<file path="src/rtl/iopt_defs.vh">
`ifndef IOPT_DEFS_VH
`define IOPT_DEFS_VH

// Data memory addresses
`define IOPT_ADDR_W 8
`define IOPT_ADDR_PA_DATA 8'h12
`define IOPT_ADDR_PA_DIR 8'h13
`define IOPT_ADDR_PB_DATA 8'h14
`define IOPT_ADDR_PB_DIR 8'h15
`define IOPT_ADDR_PC_DATA 8'h16
`define IOPT_ADDR_PC_DIR 8'h17

// Implemented widths
`define IOPT_PA_W 8
`define IOPT_PB_W 3
`define IOPT_PC_W 2

// Reset values: all latches high, all lines input
`define IOPT_PA_RST 8'hFF
`define IOPT_PB_RST 3'h7
`define IOPT_PC_RST 2'h3

// Bit positions of shared pins
`define IOPT_TONE_BIT0 0
`define IOPT_TONE_BIT1 1
`define IOPT_EXT_INT_BIT 0
`define IOPT_TMR_IN_BIT 1

`endif

</file>
<file path="src/rtl/iopt_top.v">
`timescale 1ns/1ps
`include "iopt_defs.vh"

module iopt_top #(
   parameter PA_W = `IOPT_PA_W,
   parameter PB_W = `IOPT_PB_W,
   parameter PC_W = `IOPT_PC_W,
   parameter WAKE_EN = 1'b1,
   parameter TONE_EN = 1'b1,
   parameter PULLUP_EN = 1'b1
) (
   input wire i_mclk,
   input wire i_rstn,
   input wire [`IOPT_ADDR_W-1:0] i_addr,
   input wire i_wr,
   input wire [7:0] i_wdata,
   input wire i_rd,
   input wire i_bit_op,
   input wire [1:0] i_bit_cmd,
   input wire [2:0] i_bit_sel,
   input wire i_timer_ovf,
   input wire i_halted,
   input wire [PA_W-1:0] i_pa_pad,
   input wire [PB_W-1:0] i_pb_pad,
   input wire [PC_W-1:0] i_pc_pad,
   output reg [7:0] o_rdata,
   output reg o_rvalid,
   output wire [PA_W-1:0] o_pa_pad,
   output wire [PA_W-1:0] o_pa_oe,
   output wire [PB_W-1:0] o_pb_pad,
   output wire [PB_W-1:0] o_pb_oe,
   output wire [PC_W-1:0] o_pc_pad,
   output wire [PC_W-1:0] o_pc_oe,
   output reg o_pullup_en,
   output reg o_wake,
   output reg o_ext_int,
   output reg o_timer_in
);
   localparam CMD_SET = 2'h0;
   localparam CMD_CLR = 2'h1;
   localparam CMD_CPL = 2'h2;

   reg rst_meta_reg;
   reg rst_sync_reg;
   wire rst_n;

   always @(posedge i_mclk or negedge i_rstn) begin
      if (!i_rstn) begin
         rst_meta_reg <= 1'b0;
         rst_sync_reg <= 1'b0;
      end else begin
         rst_meta_reg <= 1'b1;
         rst_sync_reg <= rst_meta_reg;
      end
   end
   assign rst_n = rst_sync_reg;

   reg [PA_W-1:0] pa_data_reg;
   reg [PA_W-1:0] pa_dir_reg;
   reg [PB_W-1:0] pb_data_reg;
   reg [PB_W-1:0] pb_dir_reg;
   reg [PC_W-1:0] pc_data_reg;
   reg [PC_W-1:0] pc_dir_reg;
   reg tone_reg;

   wire [PA_W-1:0] pa_rd;
   wire [PB_W-1:0] pb_rd;
   wire [PC_W-1:0] pc_rd;
   wire [PA_W-1:0] pa_sync;
   wire [PB_W-1:0] pb_sync;
   wire [PC_W-1:0] pc_sync;
   wire [PB_W-1:0] pb_alt_en;
   wire [PB_W-1:0] pb_alt_val;

   // Tone source: toggles on every overflow of the external timer
   always @(posedge i_mclk or negedge rst_n) begin
      if (!rst_n) begin
         tone_reg <= 1'b0;
      end else if (i_timer_ovf) begin
         tone_reg <= ~tone_reg;
      end
   end

   genvar g;
   generate
      for (g = 0; g < PA_W; g = g + 1) begin : g_pa
         iopt_pin u_pin (
            .i_mclk(i_mclk),
            .i_rst_n(rst_n),
            .i_pad(i_pa_pad[g]),
            .i_dir(pa_dir_reg[g]),
            .i_latch(pa_data_reg[g]),
            .i_alt_en(1'b0),
            .i_alt_val(1'b0),
            .o_pad(o_pa_pad[g]),
            .o_pad_oe(o_pa_oe[g]),
            .o_rd(pa_rd[g]),
            .o_sync(pa_sync[g])
         );
      end
      for (g = 0; g < PB_W; g = g + 1) begin : g_pb
         // Tone pair replaces latch data whenever TONE_EN is set, on input and output lines alike
         if (g == `IOPT_TONE_BIT0) begin : g_t0
            assign pb_alt_en[g] = (TONE_EN != 0);
            assign pb_alt_val[g] = pb_data_reg[`IOPT_TONE_BIT0] &
               tone_reg;
         end else if (g == `IOPT_TONE_BIT1) begin : g_t1
            assign pb_alt_en[g] = (TONE_EN != 0);
            assign pb_alt_val[g] = pb_data_reg[`IOPT_TONE_BIT0] &
               ~tone_reg;
         end else begin : g_tn
            assign pb_alt_en[g] = 1'b0;
            assign pb_alt_val[g] = 1'b0;
         end
         iopt_pin u_pin (
            .i_mclk(i_mclk),
            .i_rst_n(rst_n),
            .i_pad(i_pb_pad[g]),
            .i_dir(pb_dir_reg[g]),
            .i_latch(pb_data_reg[g]),
            .i_alt_en(pb_alt_en[g]),
            .i_alt_val(pb_alt_val[g]),
            .o_pad(o_pb_pad[g]),
            .o_pad_oe(o_pb_oe[g]),
            .o_rd(pb_rd[g]),
            .o_sync(pb_sync[g])
         );
      end
      for (g = 0; g < PC_W; g = g + 1) begin : g_pc
         iopt_pin u_pin (
            .i_mclk(i_mclk),
            .i_rst_n(rst_n),
            .i_pad(i_pc_pad[g]),
            .i_dir(pc_dir_reg[g]),
            .i_latch(pc_data_reg[g]),
            .i_alt_en(1'b0),
            .i_alt_val(1'b0),
            .o_pad(o_pc_pad[g]),
            .o_pad_oe(o_pc_oe[g]),
            .o_rd(pc_rd[g]),
            .o_sync(pc_sync[g])
         );
      end
   endgenerate

   // Read value of the addressed location, upper missing bits zero
   reg [7:0] port_rd;
   always @* begin
      port_rd = 8'h00;
      if (i_addr == `IOPT_ADDR_PA_DATA) begin
         port_rd[PA_W-1:0] = pa_rd;
      end else if (i_addr == `IOPT_ADDR_PA_DIR) begin
         port_rd[PA_W-1:0] = pa_dir_reg;
      end else if (i_addr == `IOPT_ADDR_PB_DATA) begin
         port_rd[PB_W-1:0] = pb_rd;
      end else if (i_addr == `IOPT_ADDR_PB_DIR) begin
         port_rd[PB_W-1:0] = pb_dir_reg;
      end else if (i_addr == `IOPT_ADDR_PC_DATA) begin
         port_rd[PC_W-1:0] = pc_rd;
      end else if (i_addr == `IOPT_ADDR_PC_DIR) begin
         port_rd[PC_W-1:0] = pc_dir_reg;
      end
   end

   // Bit instructions modify the read image, then write it back
   reg [7:0] sel_mask;
   reg [7:0] wr_val;
   always @* begin
      sel_mask = 8'h01 << i_bit_sel;
      wr_val = i_wdata;
      if (i_bit_op) begin
         case (i_bit_cmd)
            CMD_SET: wr_val = port_rd | sel_mask;
            CMD_CLR: wr_val = port_rd & ~sel_mask;
            CMD_CPL: wr_val = ~port_rd;
            default: wr_val = port_rd;
         endcase
      end
   end

   wire do_wr;
   assign do_wr = i_wr | i_bit_op;

   always @(posedge i_mclk or negedge rst_n) begin
      if (!rst_n) begin
         pa_data_reg <= `IOPT_PA_RST;
         pa_dir_reg <= `IOPT_PA_RST;
         pb_data_reg <= `IOPT_PB_RST;
         pb_dir_reg <= `IOPT_PB_RST;
         pc_data_reg <= `IOPT_PC_RST;
         pc_dir_reg <= `IOPT_PC_RST;
      end else if (do_wr) begin
         // Latches change only here, so they hold between writes
         if (i_addr == `IOPT_ADDR_PA_DATA) begin
            pa_data_reg <= wr_val[PA_W-1:0];
         end else if (i_addr == `IOPT_ADDR_PA_DIR) begin
            pa_dir_reg <= wr_val[PA_W-1:0];
         end else if (i_addr == `IOPT_ADDR_PB_DATA) begin
            pb_data_reg <= wr_val[PB_W-1:0];
         end else if (i_addr == `IOPT_ADDR_PB_DIR) begin
            pb_dir_reg <= wr_val[PB_W-1:0];
         end else if (i_addr == `IOPT_ADDR_PC_DATA) begin
            pc_data_reg <= wr_val[PC_W-1:0];
         end else if (i_addr == `IOPT_ADDR_PC_DIR) begin
            pc_dir_reg <= wr_val[PC_W-1:0];
         end
      end
   end

   // Read data, side functions and wake-up, all registered
   always @(posedge i_mclk or negedge rst_n) begin
      if (!rst_n) begin
         o_rdata <= 8'h00;
         o_rvalid <= 1'b0;
         o_pullup_en <= 1'b0;
         o_wake <= 1'b0;
         o_ext_int <= 1'b1;
         o_timer_in <= 1'b1;
      end else begin
         o_rvalid <= i_rd;
         if (i_rd) begin
            o_rdata <= port_rd;
         end
         o_pullup_en <= (PULLUP_EN != 0);
         // A low level on any port A line wakes a halted core
         o_wake <= (WAKE_EN != 0) & i_halted & ~(&pa_sync);
         o_ext_int <= pc_sync[`IOPT_EXT_INT_BIT];
         o_timer_in <= pc_sync[`IOPT_TMR_IN_BIT];
      end
   end
endmodule

</file>
<file path="src/rtl/iopt_pin.v">
`timescale 1ns/1ps
// One I/O line: pad synchroniser, output drive and read mux
module iopt_pin (
   input wire i_mclk,
   input wire i_rst_n,
   input wire i_pad,
   input wire i_dir,
   input wire i_latch,
   input wire i_alt_en,
   input wire i_alt_val,
   output reg o_pad,
   output reg o_pad_oe,
   output wire o_rd,
   output wire o_sync
);
   reg meta_reg;
   reg sync_reg;

   always @(posedge i_mclk or negedge i_rst_n) begin
      if (!i_rst_n) begin
         // Idle high like a pulled-up pad, so no false edge after reset
         meta_reg <= 1'b1;
         sync_reg <= 1'b1;
         o_pad <= 1'b0;
         o_pad_oe <= 1'b0;
      end else begin
         meta_reg <= i_pad;
         sync_reg <= meta_reg;
         o_pad_oe <= ~i_dir;
         o_pad <= i_alt_en ? i_alt_val : i_latch;
      end
   end

   // Inputs are read through the two-flop synchroniser; bit instructions write the read image, inputs included, into the data latch
   assign o_rd = i_dir ? sync_reg : i_latch;
   assign o_sync = sync_reg;
endmodule

</file>
<file path="config.mk">
export PLATFORM = sky130hd
export DESIGN_NAME = iopt_top
export DESIGN_NICKNAME = d
export VERILOG_FILES = /design/src/rtl/iopt_top.v /design/src/rtl/iopt_pin.v
export VERILOG_INCLUDE_DIRS = /design/src /design/src/rtl
export SDC_FILE = /design/constraint.sdc
export NUM_CORES = 1
export LEC_CHECK = 0
export ABC_AREA = 1
export BUFFER_PORTS_ARGS = -buffer_cell sky130_fd_sc_hd__buf_2
export CAP_MARGIN = 5
export CORE_MARGIN = 2
export CORE_UTILIZATION = 55
export CTS_CLUSTER_DIAMETER = 50
export DETAILED_ROUTE_END_ITERATION = 16
export GPL_TIMING_DRIVEN = 0
export HOLD_SLACK_MARGIN = 0.08
export PLACE_DENSITY_LB_ADDON = 0.05
export SLEW_MARGIN = 5
export SYNTH_ARGS = -nofsm -noshare
export SYNTH_HDL_FRONTEND = slang
export SYNTH_SLANG_ARGS = --single-unit
</file>
<file path="constraint.sdc">
create_clock -name i_mclk -period 3.5 [get_ports i_mclk]
set_clock_uncertainty 0.1 [all_clocks]
set_input_delay 0.35 -clock i_mclk [delete_from_list [all_inputs] [get_ports i_mclk]]
set_output_delay 0.35 -clock i_mclk [all_outputs]
set_load 0.01 [all_outputs]
</file>
### Word level (Yosys, flattened, before mapping)

Cells that the tools add are included.

* flip-flop bits (word level): 94
* input port bits: 41
* output and inout port bits: 39
* word-level logic and storage cells: 135

* equal/unequal tests: 8
* shift operators: 1
* mux-type cells: 23
* bitwise logic cells: 28
* reduce and logical (&&, ||, !) cells: 8

Operators by type and width (count)
* 8-bit by 5-bit == test with 1-bit output, second input constant: 6
* 8-bit case mux with 3 select lines: 1
* 1-bit NOT: 20
* 8-bit two-way mux: 2
* 8-bit NOT: 2
* 1-bit two-way mux: 14
* 8-bit AND: 1
* 8-bit OR: 1
* 8-bit AND reduction: 1
* 1-bit by 3-bit << shifter with 8-bit output, first input constant: 1
* 7-bit AND reduction: 1
* 2-bit two-way mux: 3
* 3-bit two-way mux: 2
* 6-bit AND reduction: 1
* 5-bit two-way mux: 1
* 5-bit AND reduction: 1
* 4-bit AND reduction: 1
* 1-bit AND: 3
* 3-bit AND reduction: 1
* 2-bit by 1-bit == test with 1-bit output, second input constant: 1
* 2-bit == test, second input constant: 1
* 2-bit logical NOT: 1
* 2-bit AND reduction: 1
* 1-bit OR: 1

### Longest topological paths before layout

Gate-level depths: netlist (run 1).

* word-level depth: 10
* mapped depth: 16
* depth with buffers taken out: 15

### By module

A second synthesis (run 1) with hierarchy kept.

* cell total of the unflattened synthesis: 477
* area total of the unflattened synthesis: 4176.5 um2

By module, submodules not included
* iopt_top: instances 1, cells each 321, area an instance 2387.3 um2, sequential area each 1086.0 um2
* iopt_pin: instances 13, cells each 12, area an instance 137.6 um2, sequential area each 102.6 um2

### Worst setup path before layout (run 1)

No wires, ideal clock.

* path type: input to register
* start point: input i_addr[6]
* end point: register pb_data_reg[0]
* setup time: 0.060 ns
* data arrival time: 1.413 ns
* required time: 3.340 ns
* path slack: 1.927 ns
* stages on the path: 16
* path buffers: 1
* path through: inv_1 -> nand2_1 -> nor2_4 -> buf_6 -> nand3_1 -> nand2_1 -> nand2_1 -> nand2_1 -> nand2_1 -> nand2_2 -> nand3_2 -> nand2_1 -> nand2_1 -> nand2_2 -> nand3_1 -> nand2_1

* longest elaborated chain between the ends: 10
* elaborated cells on any way between the ends: 20
* those cells by class: 6 x eq/ne; 8 x mux; 5 x bitwise; 1 x reduce/logical

RTL lines
* start: declaration: line iopt_top.v:14 `` input wire [`IOPT_ADDR_W-1:0] i_addr, ``
* 8-bit by 5-bit == test with 1-bit output (no source line)
* 2-bit two-way mux: line iopt_top.v:160 `` end else if (i_addr == `IOPT_ADDR_PC_DIR) begin ``
* 2-bit two-way mux: line iopt_top.v:158 `` end else if (i_addr == `IOPT_ADDR_PC_DATA) begin ``
* 2-bit two-way mux: line iopt_top.v:156 `` end else if (i_addr == `IOPT_ADDR_PB_DIR) begin ``
* 3-bit two-way mux: line iopt_top.v:154 `` end else if (i_addr == `IOPT_ADDR_PB_DATA) begin ``
* 3-bit two-way mux: line iopt_top.v:152 `` end else if (i_addr == `IOPT_ADDR_PA_DIR) begin ``
* 8-bit two-way mux: line iopt_top.v:150 `` if (i_addr == `IOPT_ADDR_PA_DATA) begin ``
* 8-bit AND (tied with other cells): line iopt_top.v:174 `CMD_CLR: wr_val = port_rd & ~sel_mask;`
* 8-bit case mux with 3 select lines: line iopt_top.v:172 `case (i_bit_cmd)`
* 8-bit two-way mux: line iopt_top.v:171 `if (i_bit_op) begin`
* end signal: assignment: line iopt_top.v:188 `` pb_data_reg <= `IOPT_PB_RST; ``
* end signal: assignment: line iopt_top.v:199 `pb_data_reg <= wr_val[PB_W-1:0];`
* end: declaration: line iopt_top.v:60 `reg [PB_W-1:0] pb_data_reg;`

Parallel ways exist; a longest one is shown, timed or not.
A chain may end at the register's enable or synchronous reset.

### Worst setup path in the final report (run 1)

* start point: register pc_dir_reg[1]
* end point: register pb_data_reg[1]

* longest elaborated chain between the ends: 9
* elaborated cells on any way between the ends: 12
* those cells by class: 9 x mux; 3 x bitwise

RTL lines
* start: declaration: line iopt_top.v:63 `reg [PC_W-1:0] pc_dir_reg;`
* start signal: assignment: line iopt_top.v:191 `` pc_dir_reg <= `IOPT_PC_RST; ``
* start signal: assignment: line iopt_top.v:205 `pc_dir_reg <= wr_val[PC_W-1:0];`
* 2-bit two-way mux / 1-bit two-way mux (equally long branches): line iopt_top.v:160, iopt_pin.v:35
* 2-bit two-way mux (*): line iopt_top.v:158
* 2-bit two-way mux (*): line iopt_top.v:156
* 3-bit two-way mux (*): line iopt_top.v:154
* 3-bit two-way mux (*): line iopt_top.v:152
* 8-bit two-way mux (*): line iopt_top.v:150
* 8-bit AND (tied with other cells): line iopt_top.v:174
* 8-bit case mux with 3 select lines (*): line iopt_top.v:172
* 8-bit two-way mux (*): line iopt_top.v:171

Every way passes the cells marked *; elsewhere a longest branch is shown, timed or not.

==> results.ini, run 1 <==
[pwr]
irDropWorstVdd_v = 0.000250
powerDensity_nw_per_um2 = 469
leakagePower_uw = 0.00246

[synth]
yosysMostFrequentCell = nand2_1
yosys_warnings = 0
avgSynthCellArea_um2 = 9.59
synth_seq_cells = 94
yosys.area.top_type = dfstp_2
synthFlopType = dfstp_2
ys_top_cells_by_area = dfstp_2 35%, dfrtp_1 25%, nand2_1 9.5%, nand3_1 5.5%, buf_4 4.9%
syn_area_um2 = 4020
yosysSeqAreaShare = 0.602
synth.distinct_cells = 31
synth_common_cells = 102 x nand2_1, 54 x dfstp_2, 44 x nand3_1
syn_inst = 419
synth_edf_count = 0
postSynth.asyncResetShare = 1.00
netlist.area_leader.share = 0.353

[layout]
fin_util = 0.692
postLayoutCellArea_um2 = 4960
layout-drive-gt1-share = 0.390
syn2layout_area_growth_pct = 23.5
fillers = 567
antennaDiodeCount = 0
regArea_um2 = 2420
fin_nets = 567
multi_input_area_um2 = 1200

[outcome]
status = finished, final reports clean

[sta]
slew_headroom = 0.622
finalCriticalPeriod_ps = 1840
setup_viol = 0
max_freq_mhz = 544
slew_viol_final = 0
fin_crit_sh = 0.525
tightestPinTransition_ps = 567
setup_ws_ps = 1660
hold_viol_final = 0
rsz0062_at_grt = false

[floorplan]
design.portCount = 80
die_area_um2 = 8000
core_um2 = 7180
die_x_um = 89.5
initial_core_util = 0.560
rows = 31
die_h_um = 89.5

[routing]
first_pass_iters = 4
drt_iter0_markers = 151
via_per_inst = 4.90
drc = 0
wirelength_um = 8320
wl_per_cell_um = 13.2
via_count = 3088
ant_nets = 0

[hold_path]
min_from = i_halted
hp-class = input port to register

[placed_design]
place_hpwl_um = 5930
place_ws_ps = 1540
io_buffers = 79
dpl_cell_area_um2 = 4570
gp_congestion = 0.856

[global_route]
grt_first_pass_wirelength_um = 13600
grt_max_degree = 48
grt_pass1_vias = 2983
track_usage = 0.228
overflow = 0
antenna_found_initial = 0

[clocking]
cts-root-buf = clkbuf_8
htree_num_levels = 3
path_clk_slew_ps = 80
cts.hold.buffers_added = 15
cts_sinks = 94
cts_buffers = 9
clockBufferDepth = 2
cts_setup_buffers = 0
clock_latency_ps = 360
cts_resized = 0
cts_tree = built

[worst_setup_path]
worst-setup-path-type = register to register
cp-startpoint = pc_dir_reg[1]
r2r-start = pc_dir_reg[1]
cp.arrival_ps = 2020
worstPathCellList = inv_1, o21ai_0, nand3_1, nand2_1, nand2_1, nand2_1, nand2_2, nand3_2, nand2_1, nand2_1, nand2_2, nand3_1, nand2_1
crit_path_max_fanout = 6
critPathLaunchType = register
required_ps = 3690
endpoint_kind = register
critPathBufInv = 1
critPathTopFamily = simple AND/OR/NAND/NOR gates
cpMaxStageDelayCell = dfstp_2
cp_slowest_stage_delay_ps = 570
crit_top_cell = nand2_1

[flow_run]
cap_violations = 0

logic make-up (layout without fill, tap and decap cells):
kind of cell           Yosys count  in the layout  share of synthesized area
AO/OA/AOI/OAI                   39             39                     0.0539
XOR/XNOR                         5              5                     0.0109
buffers and inverters           77            188                      0.100
flip-flops                      94             94                      0.602
other                            1              2                   0.000933
AND/OR/NAND/NOR                203            203                      0.232
worst register-to-register path, delay by kind of cell, from the launching register on:
| family | cells | cell delay [ps] |
|---|---|---|
| AO/OA/AOI/OAI | 1 | 200 |
| buffers and inverters | 1 | 60 |
| flip-flops | 1 | 570 |
| AND/OR/NAND/NOR | 11 | 880 |
layout by cell type (no fill, tap or decap):
master	n
a21oi_1	8
a21oi_2	1
buf_16	1
buf_2	84
buf_4	26
buf_6	1
bufinv_16	3
clkbuf_1	3
clkbuf_8	10
clkinv_1	2
clkinv_2	1
conb_1	2
dfrtp_1	39
dfrtp_4	1
dfstp_2	54
dlygate4sd3_1	15
inv_1	39
inv_2	2
inv_4	1
nand2_1	102
nand2_2	8
nand3_1	44
nand3_2	2
nand3b_4	1
nand4_1	7
nor2_1	17
nor2_4	1
nor3_1	10
o2111ai_1	2
o211ai_1	3
o21a_1	1
o21ai_0	15
o21ai_1	9
or2_1	1
or2_2	10
xnor2_1	1
xor2_1	4
final timing paths:
check                                    endpoint  slack (ps)  cells after the start
min reg2reg                g_pc[1].u_pin.o_pad_oe         240                      0
max in group asynchronous           pa_dir_reg[3]        2400                      1
max reg2reg                        pb_data_reg[1]        1660                     13
min                                        o_wake         110                      2
max                                pb_data_reg[1]        1660                     13
min in group asynchronous                   rst_n         230                      2
stage by stage:
stage          setup TNS, ps  std cells  total power, uW  hold WS (ps)
3_5_place_dp               0        599             1490          37.3
6_report                   0        630             2330           109
3_3_place_gp           -5990        598             1480          35.4
4_1_cts                    0        630             2350           101
5_1_grt                    0        630             2440          95.9
2_1_floorplan              0        420             1390         -45.6
layout make-up:
class	count	share of cell area
multi-input cells	249	0.242
well taps	99	0.0250
inverters	44	0.0338
flip-flops and latches	94	0.488
clock inverters	4	0.0192
repair buffers	95	0.115
clock buffers	12	0.0292
plain buffers	33	0.0474
metal layers:
layer / vias up / global-route usage / share of wire
li1: 1524 / - / -
met1: 1454 / 0.318 / 0.45
met2: 100 / 0.351 / 0.47
met3: 10 / 0.0379 / 0.068
met4: 0 / 0.106 / 0.014
met5: - / 0 / 0
power by group:
group          internal [uW]  leakage, uW  total (uW)  switching (uW)
logic                    117      0.00129         242             125
registers               1190      0.00106        1240            50.3
clock network            494     0.000121         842             348
total                   1800      0.00246        2330             524
Note: power is estimated with default switching activity, not from simulation.
==> run 2, diff against run 1 <==
--- a/config.mk
+++ b/config.mk
@@ -10,7 +10,7 @@
 export BUFFER_PORTS_ARGS = -buffer_cell sky130_fd_sc_hd__buf_2
 export CAP_MARGIN = 5
 export CORE_MARGIN = 2
-export CORE_UTILIZATION = 55
+export CORE_UTILIZATION = 49
 export CTS_CLUSTER_DIAMETER = 50
 export DETAILED_ROUTE_END_ITERATION = 16
 export GPL_TIMING_DRIVEN = 0
==> constraint.sdc (replaced) <==
create_clock -name i_mclk -period 1.6 [get_ports i_mclk]
set_clock_uncertainty 0.1 [all_clocks]
set_input_delay 0.16 -clock i_mclk [delete_from_list [all_inputs] [get_ports i_mclk]]
set_output_delay 0.16 -clock i_mclk [all_outputs]
set_load 0.01 [all_outputs]
==> results.ini, run 2 (same netlist as run 1, synthesis figures left out) <==
[routing]
drc = 0  ; unchanged
via_count = 3187  ; +3.2%
via_per_inst = 4.87  ; -0.58%
ant_nets = 0  ; unchanged
wirelength_um = 8940  ; +7.5%
first_pass_iters = 4  ; unchanged
drt_iter0_markers = 143  ; -5.3%
wl_per_cell_um = 13.7  ; +3.5%

[clocking]
clockBufferDepth = 2  ; unchanged
cts_sinks = 94  ; unchanged
cts_tree = built
path_clk_slew_ps = 80  ; about the same
cts_buffers = 9  ; unchanged
cts-root-buf = clkbuf_8
clock_latency_ps = 360  ; about the same
htree_num_levels = 3  ; unchanged

[placed_design]
place_hpwl_um = 5820  ; -1.9%
io_buffers = 79  ; unchanged
dpl_cell_area_um2 = 4550  ; -0.44%
gp_congestion = 0.851  ; -0.69%

[hold_path]
min_path_cells = 4  ; +2
hp-class = input port to register
min_from = i_wdata[2]
hold_end = pa_dir_reg[2]

[worst_setup_path]
reg2reg_to = pc_dir_reg[0]
cp.arrival_ps = 1920  ; -100 ps
worst-setup-path-type = register to register
endpoint_kind = register
r2r-start = pc_dir_reg[0]
critPathLaunchType = register
crit_path_max_fanout = 6  ; unchanged
required_ps = 1790  ; -1900 ps
worst-r2r-cell-count = 13  ; unchanged
cp-startpoint = pc_dir_reg[0]
regToRegSetupSlack_ps = -130  ; -1790 ps

[layout]
layout-drive-gt1-share = 0.468  ; +0.0783
regArea_um2 = 2420  ; unchanged
mostFrequentLayoutCell = nand2_1
most-common-layout-cells = 93 x nand2_1, 84 x buf_2, 54 x dfstp_2
postLayoutCellArea_um2 = 5220  ; +5.2%
antennaDiodeCount = 0  ; unchanged
multi_input_area_um2 = 1340  ; +12%
fillers = 691  ; +22%
syn2layout_area_growth_pct = 29.9
fin_nets = 585  ; +3.2%

[global_route]
antenna_found_initial = 0  ; unchanged
overflow = 0  ; unchanged
track_usage = 0.205  ; -0.0232
grt_first_pass_wirelength_um = 14000  ; +2.7%
grt_pass1_vias = 2939  ; -1.5%
grt_max_degree = 93  ; +94%

[floorplan]
die_h_um = 94.6  ; +5.7%
rows = 33  ; +6.5%
die_x_um = 94.6  ; +5.7%
initial_core_util = 0.496  ; -0.0635
design.portCount = 80  ; unchanged
core_um2 = 8090  ; +13%
die_area_um2 = 8940  ; +12%

[sta]
fin_crit_sh = 1.08  ; +0.554
hold_viol_final = 0  ; unchanged
slew_viol_final = 0  ; unchanged
slew_headroom = 0.570  ; -0.0518
setup_ws_ps = -126  ; -1790 ps
rsz0062_at_grt = true
tightestPinTransition_ps = 645  ; +77.6 ps
max_freq_mhz = 579  ; +6.5%
finalCriticalPeriod_ps = 1730  ; -112 ps
setup_viol = 12  ; +12

[pwr]
irDropWorstVdd_v = 0.000817  ; +230%
total_power_uw = 4820  ; +110%
leakagePower_uw = 0.00252  ; +2.5%
powerDensity_nw_per_um2 = 924  ; +97%

[flow_run]
cap_violations = 0  ; unchanged

[outcome]
status = finished, violations left
failed_checks = setup timing

## run 2: cell count changes in the layout (fill, tap and decap cells not counted), moves of 7 or more
cell | previous run | this run
nand2_2 | 8 | 15
o21ai_0 | 15 | 8
nand2_1 | 102 | 93
buf_4 | 26 | 36
nand3_2 | 2 | 17
nand3_1 | 44 | 29
dlygate4sd3_1 | 15 | 23
## run 2: layout make-up
cell class              instances  area share
plain buffers                  33      0.0451
clock buffers                  11      0.0292
clock inverters                 5     0.00719
inverters                      44      0.0321
multi-input cells             249       0.257
flip-flops and latches         94       0.464
well taps                     105      0.0252
repair buffers                113       0.140
## run 2: critical path, cell delays in order, from the launching register on
cell and delay (ps):
dfstp_2 580, or2_4 130, o21ai_2 40, nand3_1 50, nand2_1 60, nand2_1 70
nand2_2 60, nand2_2 100, nand3_2 70, nand2_2 70, nand2_2 70, nand2_4 120
nand3_2 70, nand2_1 70
## run 2: power by group
group          internal, uW  switching [uW]  total (uW)
combinational           299             299         598
clock                   669             835        1500
sequential             2610             114        2720
## run 2: what timing repair did
action	in CTS	in global routing
endpoints found under the setup margin	12	44
hold buffers	23	0
pin swaps	4	20
hold endpoints to repair	31	0
setup buffers	1	10
gates resized for setup	21	29
## run 2: metal layers
layer | up-vias | routed length (um) | track usage
met5 | - | 0 | 0
met2 | 102 | 4100 | 0.311
met3 | 15 | 524 | 0.0519
li1 | 1562 | - | -
met1 | 1508 | 4130 | 0.290
met4 | 0 | 188 | 0.0676
## run 2: how the worst max path moves through the flow
stage,end
final,pc_dir_reg[0]
after global routing,pa_data_reg[0]
after CTS,pc_dir_reg[0]
after detailed placement,pa_dir_reg[6]
after global placement,pa_dir_reg[6]
after floorplan,pb_data_reg[0]
## run 2: through the flow
stage                     hold slack (ps)  TNS (ps)  setup slack, ps  std cells  utilization
final                                 133     -1170             -126        654        0.645
after global routing                  148     -2850             -243        654        0.645
after CTS                            93.3      -858            -84.4        644        0.624
after detailed placement             -152     -4160             -229        604        0.562
after global placement               -153     -3180             -178        604        0.562
after floorplan                      -236         0             83.4        420            -
==> run 3, diff against run 2 <==
--- a/config.mk
+++ b/config.mk
@@ -15,7 +15,7 @@
 export DETAILED_ROUTE_END_ITERATION = 16
 export GPL_TIMING_DRIVEN = 0
 export HOLD_SLACK_MARGIN = 0.08
-export PLACE_DENSITY_LB_ADDON = 0.05
+export PLACE_DENSITY = 0.75
 export SLEW_MARGIN = 5
 export SYNTH_ARGS = -nofsm -noshare
 export SYNTH_HDL_FRONTEND = slang
==> results.ini, run 3 (same netlist as run 1, synthesis figures left out) <==
[floorplan]
core_um2 = 8090  ; unchanged
design.portCount = 80  ; unchanged
die_h_um = 94.6  ; unchanged
rows = 33  ; unchanged
initial_core_util = 0.496  ; unchanged
die_x_um = 94.6  ; unchanged
die_area_um2 = 8940  ; unchanged

[pwr]
p_int_uw = 3720  ; +3.9%
leakagePower_uw = 0.00251  ; -0.56%
seqPwrFrac = 0.553  ; -0.011
p_comb_frac = 0.116  ; -0.008
powerDensity_nw_per_um2 = 955  ; +3.3%
swShare = 0.251  ; -0.00812
irDropWorstVdd_v = 0.000687  ; -16%
clkPwrFrac = 0.331  ; +0.019
switchingPower_uw = 1240  ; -0.45%

[sta]
setup_viol = 14  ; +2
fin_crit_sh = 1.10  ; +0.0233
slew_headroom = 0.269  ; -0.301
slew_viol_final = 0  ; unchanged
rsz0062_at_grt = true
finalCriticalPeriod_ps = 1760  ; +37.3 ps
setup_ws_ps = -164  ; -37.3 ps
hold_viol_final = 0  ; unchanged
tightestPinTransition_ps = 1100  ; +452 ps
max_freq_mhz = 567  ; -2.1%

[routing]
wirelength_um = 8950  ; +0.11%
via_count = 3141  ; -1.4%
ant_nets = 0  ; unchanged
wl_met3_um = 519  ; -0.95%
via_per_inst = 4.82  ; -0.99%
drt_iter0_markers = 270  ; +89%
drc = 0  ; unchanged
first_pass_iters = 4  ; unchanged
top_layer_used = met4
wl_met2_um = 4260  ; +3.9%
wl_met1_um = 3990  ; -3.5%
wl_per_cell_um = 13.8  ; +0.57%

[layout]
fin_util = 0.642  ; -0.00309
layout-drive-gt1-share = 0.458  ; -0.0102
fillers = 677  ; -2.0%
multi_input_area_um2 = 1330  ; -0.75%
postLayoutCellArea_um2 = 5190  ; -0.48%
fin_nets = 582  ; -0.51%
most-common-layout-cells = 96 x nand2_1, 84 x buf_2, 54 x dfstp_2
antennaDiodeCount = 0  ; unchanged
regArea_um2 = 2420  ; unchanged
syn2layout_area_growth_pct = 29.3
mostFrequentLayoutCell = nand2_1

[global_route]
overflow = 0  ; unchanged
grt_pass1_vias = 2953  ; +0.48%
antenna_found_initial = 0  ; unchanged
track_usage = 0.211  ; +0.00580
grt_first_pass_wirelength_um = 14100  ; +0.74%
grt_max_degree = 93  ; unchanged

[worst_setup_path]
worstPathCellList = inv_2, o21ai_2, nand3_1, nand2_1, nand2_1, nand2_1, nand2_2, nand3_2, nand2_2, nand2_2, nand2_4, nand3_2, nand2_1
cp_slowest_stage_delay_ps = 580  ; about the same
critical_path_depth = 13  ; unchanged
crit_top_cell = nand2_1
worst-setup-path-type = register to register
endpoint_kind = register
cp.arrival_ps = 1960  ; +40 ps
critPathLaunchType = register
critPathBufInv = 1  ; +1
crit_path_max_fanout = 6  ; unchanged
required_ps = 1790  ; about the same
cpMaxStageDelayCell = dfstp_2
critPathTopFamily = simple AND/OR/NAND/NOR gates
worst-r2r-cell-count = 13  ; unchanged

[placed_design]
dpl_cell_area_um2 = 4550  ; unchanged
place_hpwl_um = 5910  ; +1.6%
gp_congestion = 0.864  ; +1.6%
io_buffers = 79  ; unchanged

[flow_run]
cap_violations = 0  ; unchanged

[clocking]
path_clk_slew_ps = 90  ; about the same
cts_sinks = 94  ; unchanged
cts_buffers = 9  ; unchanged
cts_tree = built
cts-root-buf = clkbuf_8
clockBufferDepth = 2  ; unchanged
htree_num_levels = 3  ; unchanged
clock_latency_ps = 360  ; about the same

[outcome]
failed_checks = setup timing
status = finished, violations left

[hold_path]
min_path_cells = 4  ; unchanged
hp-class = input port to register

## run 3: area by class of cell
class / instances / share of cell area
Sequential cell: 94 / 0.467
Tap cell: 105 / 0.0253
Buffer: 33 / 0.0453
Inverter: 44 / 0.0323
Clock buffer: 11 / 0.0291
Clock inverter: 5 / 0.0120
Multi-Input combinational cell: 249 / 0.257
Timing Repair Buffer: 110 / 0.133
## run 3: worst min-delay path, stage by stage
cell	delay, ps
buf_2	160
or2_2	140
nand3_1	70
nand2_1	60
## run 3: power by group through the flow
stage / Clock (uW) / Sequential, uW / Combinational, uW
3_5_place_dp: 0 / 2780 / 472
3_3_place_gp: 0 / 2770 / 463
2_1_floorplan: 0 / 2740 / 302
6_report: 1640 / 2740 / 576
5_1_grt: 1780 / 2770 / 635
4_1_cts: 1660 / 2740 / 544
## run 3: metal layers
| layer | vias up | GRT usage |
|---|---|---|
| li1 | 1557 | - |
| met1 | 1464 | 0.292 |
| met2 | 105 | 0.328 |
| met3 | 15 | 0.0359 |
| met4 | 0 | 0.0954 |
| met5 | - | 0 |
## run 3: repair_timing
| action | CTS | global route |
|---|---|---|
| buffers inserted | 2 | 6 |
| gates resized for setup | 23 | 23 |
| hold buffers | 23 | 0 |
| setup endpoints to repair | 14 | 27 |
| hold endpoints to repair | 32 | 0 |
| pin swaps | 6 | 19 |
## run 3: path summary, 6_finish.rpt
path / startpoint / endpoint / slack (ps)
min: i_bit_op / pa_data_reg[5] / 150
max in group asynchronous: rst_n / g_pa[4].u_pin.o_pad_oe / 240
min in group asynchronous: rst_n / g_pa[7].u_pin.o_pad / 430
max: pc_dir_reg[0] / pc_dir_reg[0] / -160
min reg2reg: g_pa[0].u_pin.meta_reg / g_pa[0].u_pin.o_sync / 260
max reg2reg: pc_dir_reg[0] / pc_dir_reg[0] / -160
## run 3: metrics by stage
stage                     worst slack, ps  cells  power, uW  hold WS [ps]  setup TNS [ps]
final                                -164    651       4960           152           -1750
after global routing                 -284    651       5180           182           -3940
after CTS                            -100    645       4940          86.9            -930
after detailed placement             -166    604       3250          -153           -3100
after global placement               -146    604       3230          -155           -2690
after floorplan                      83.4    420       3050          -236               0
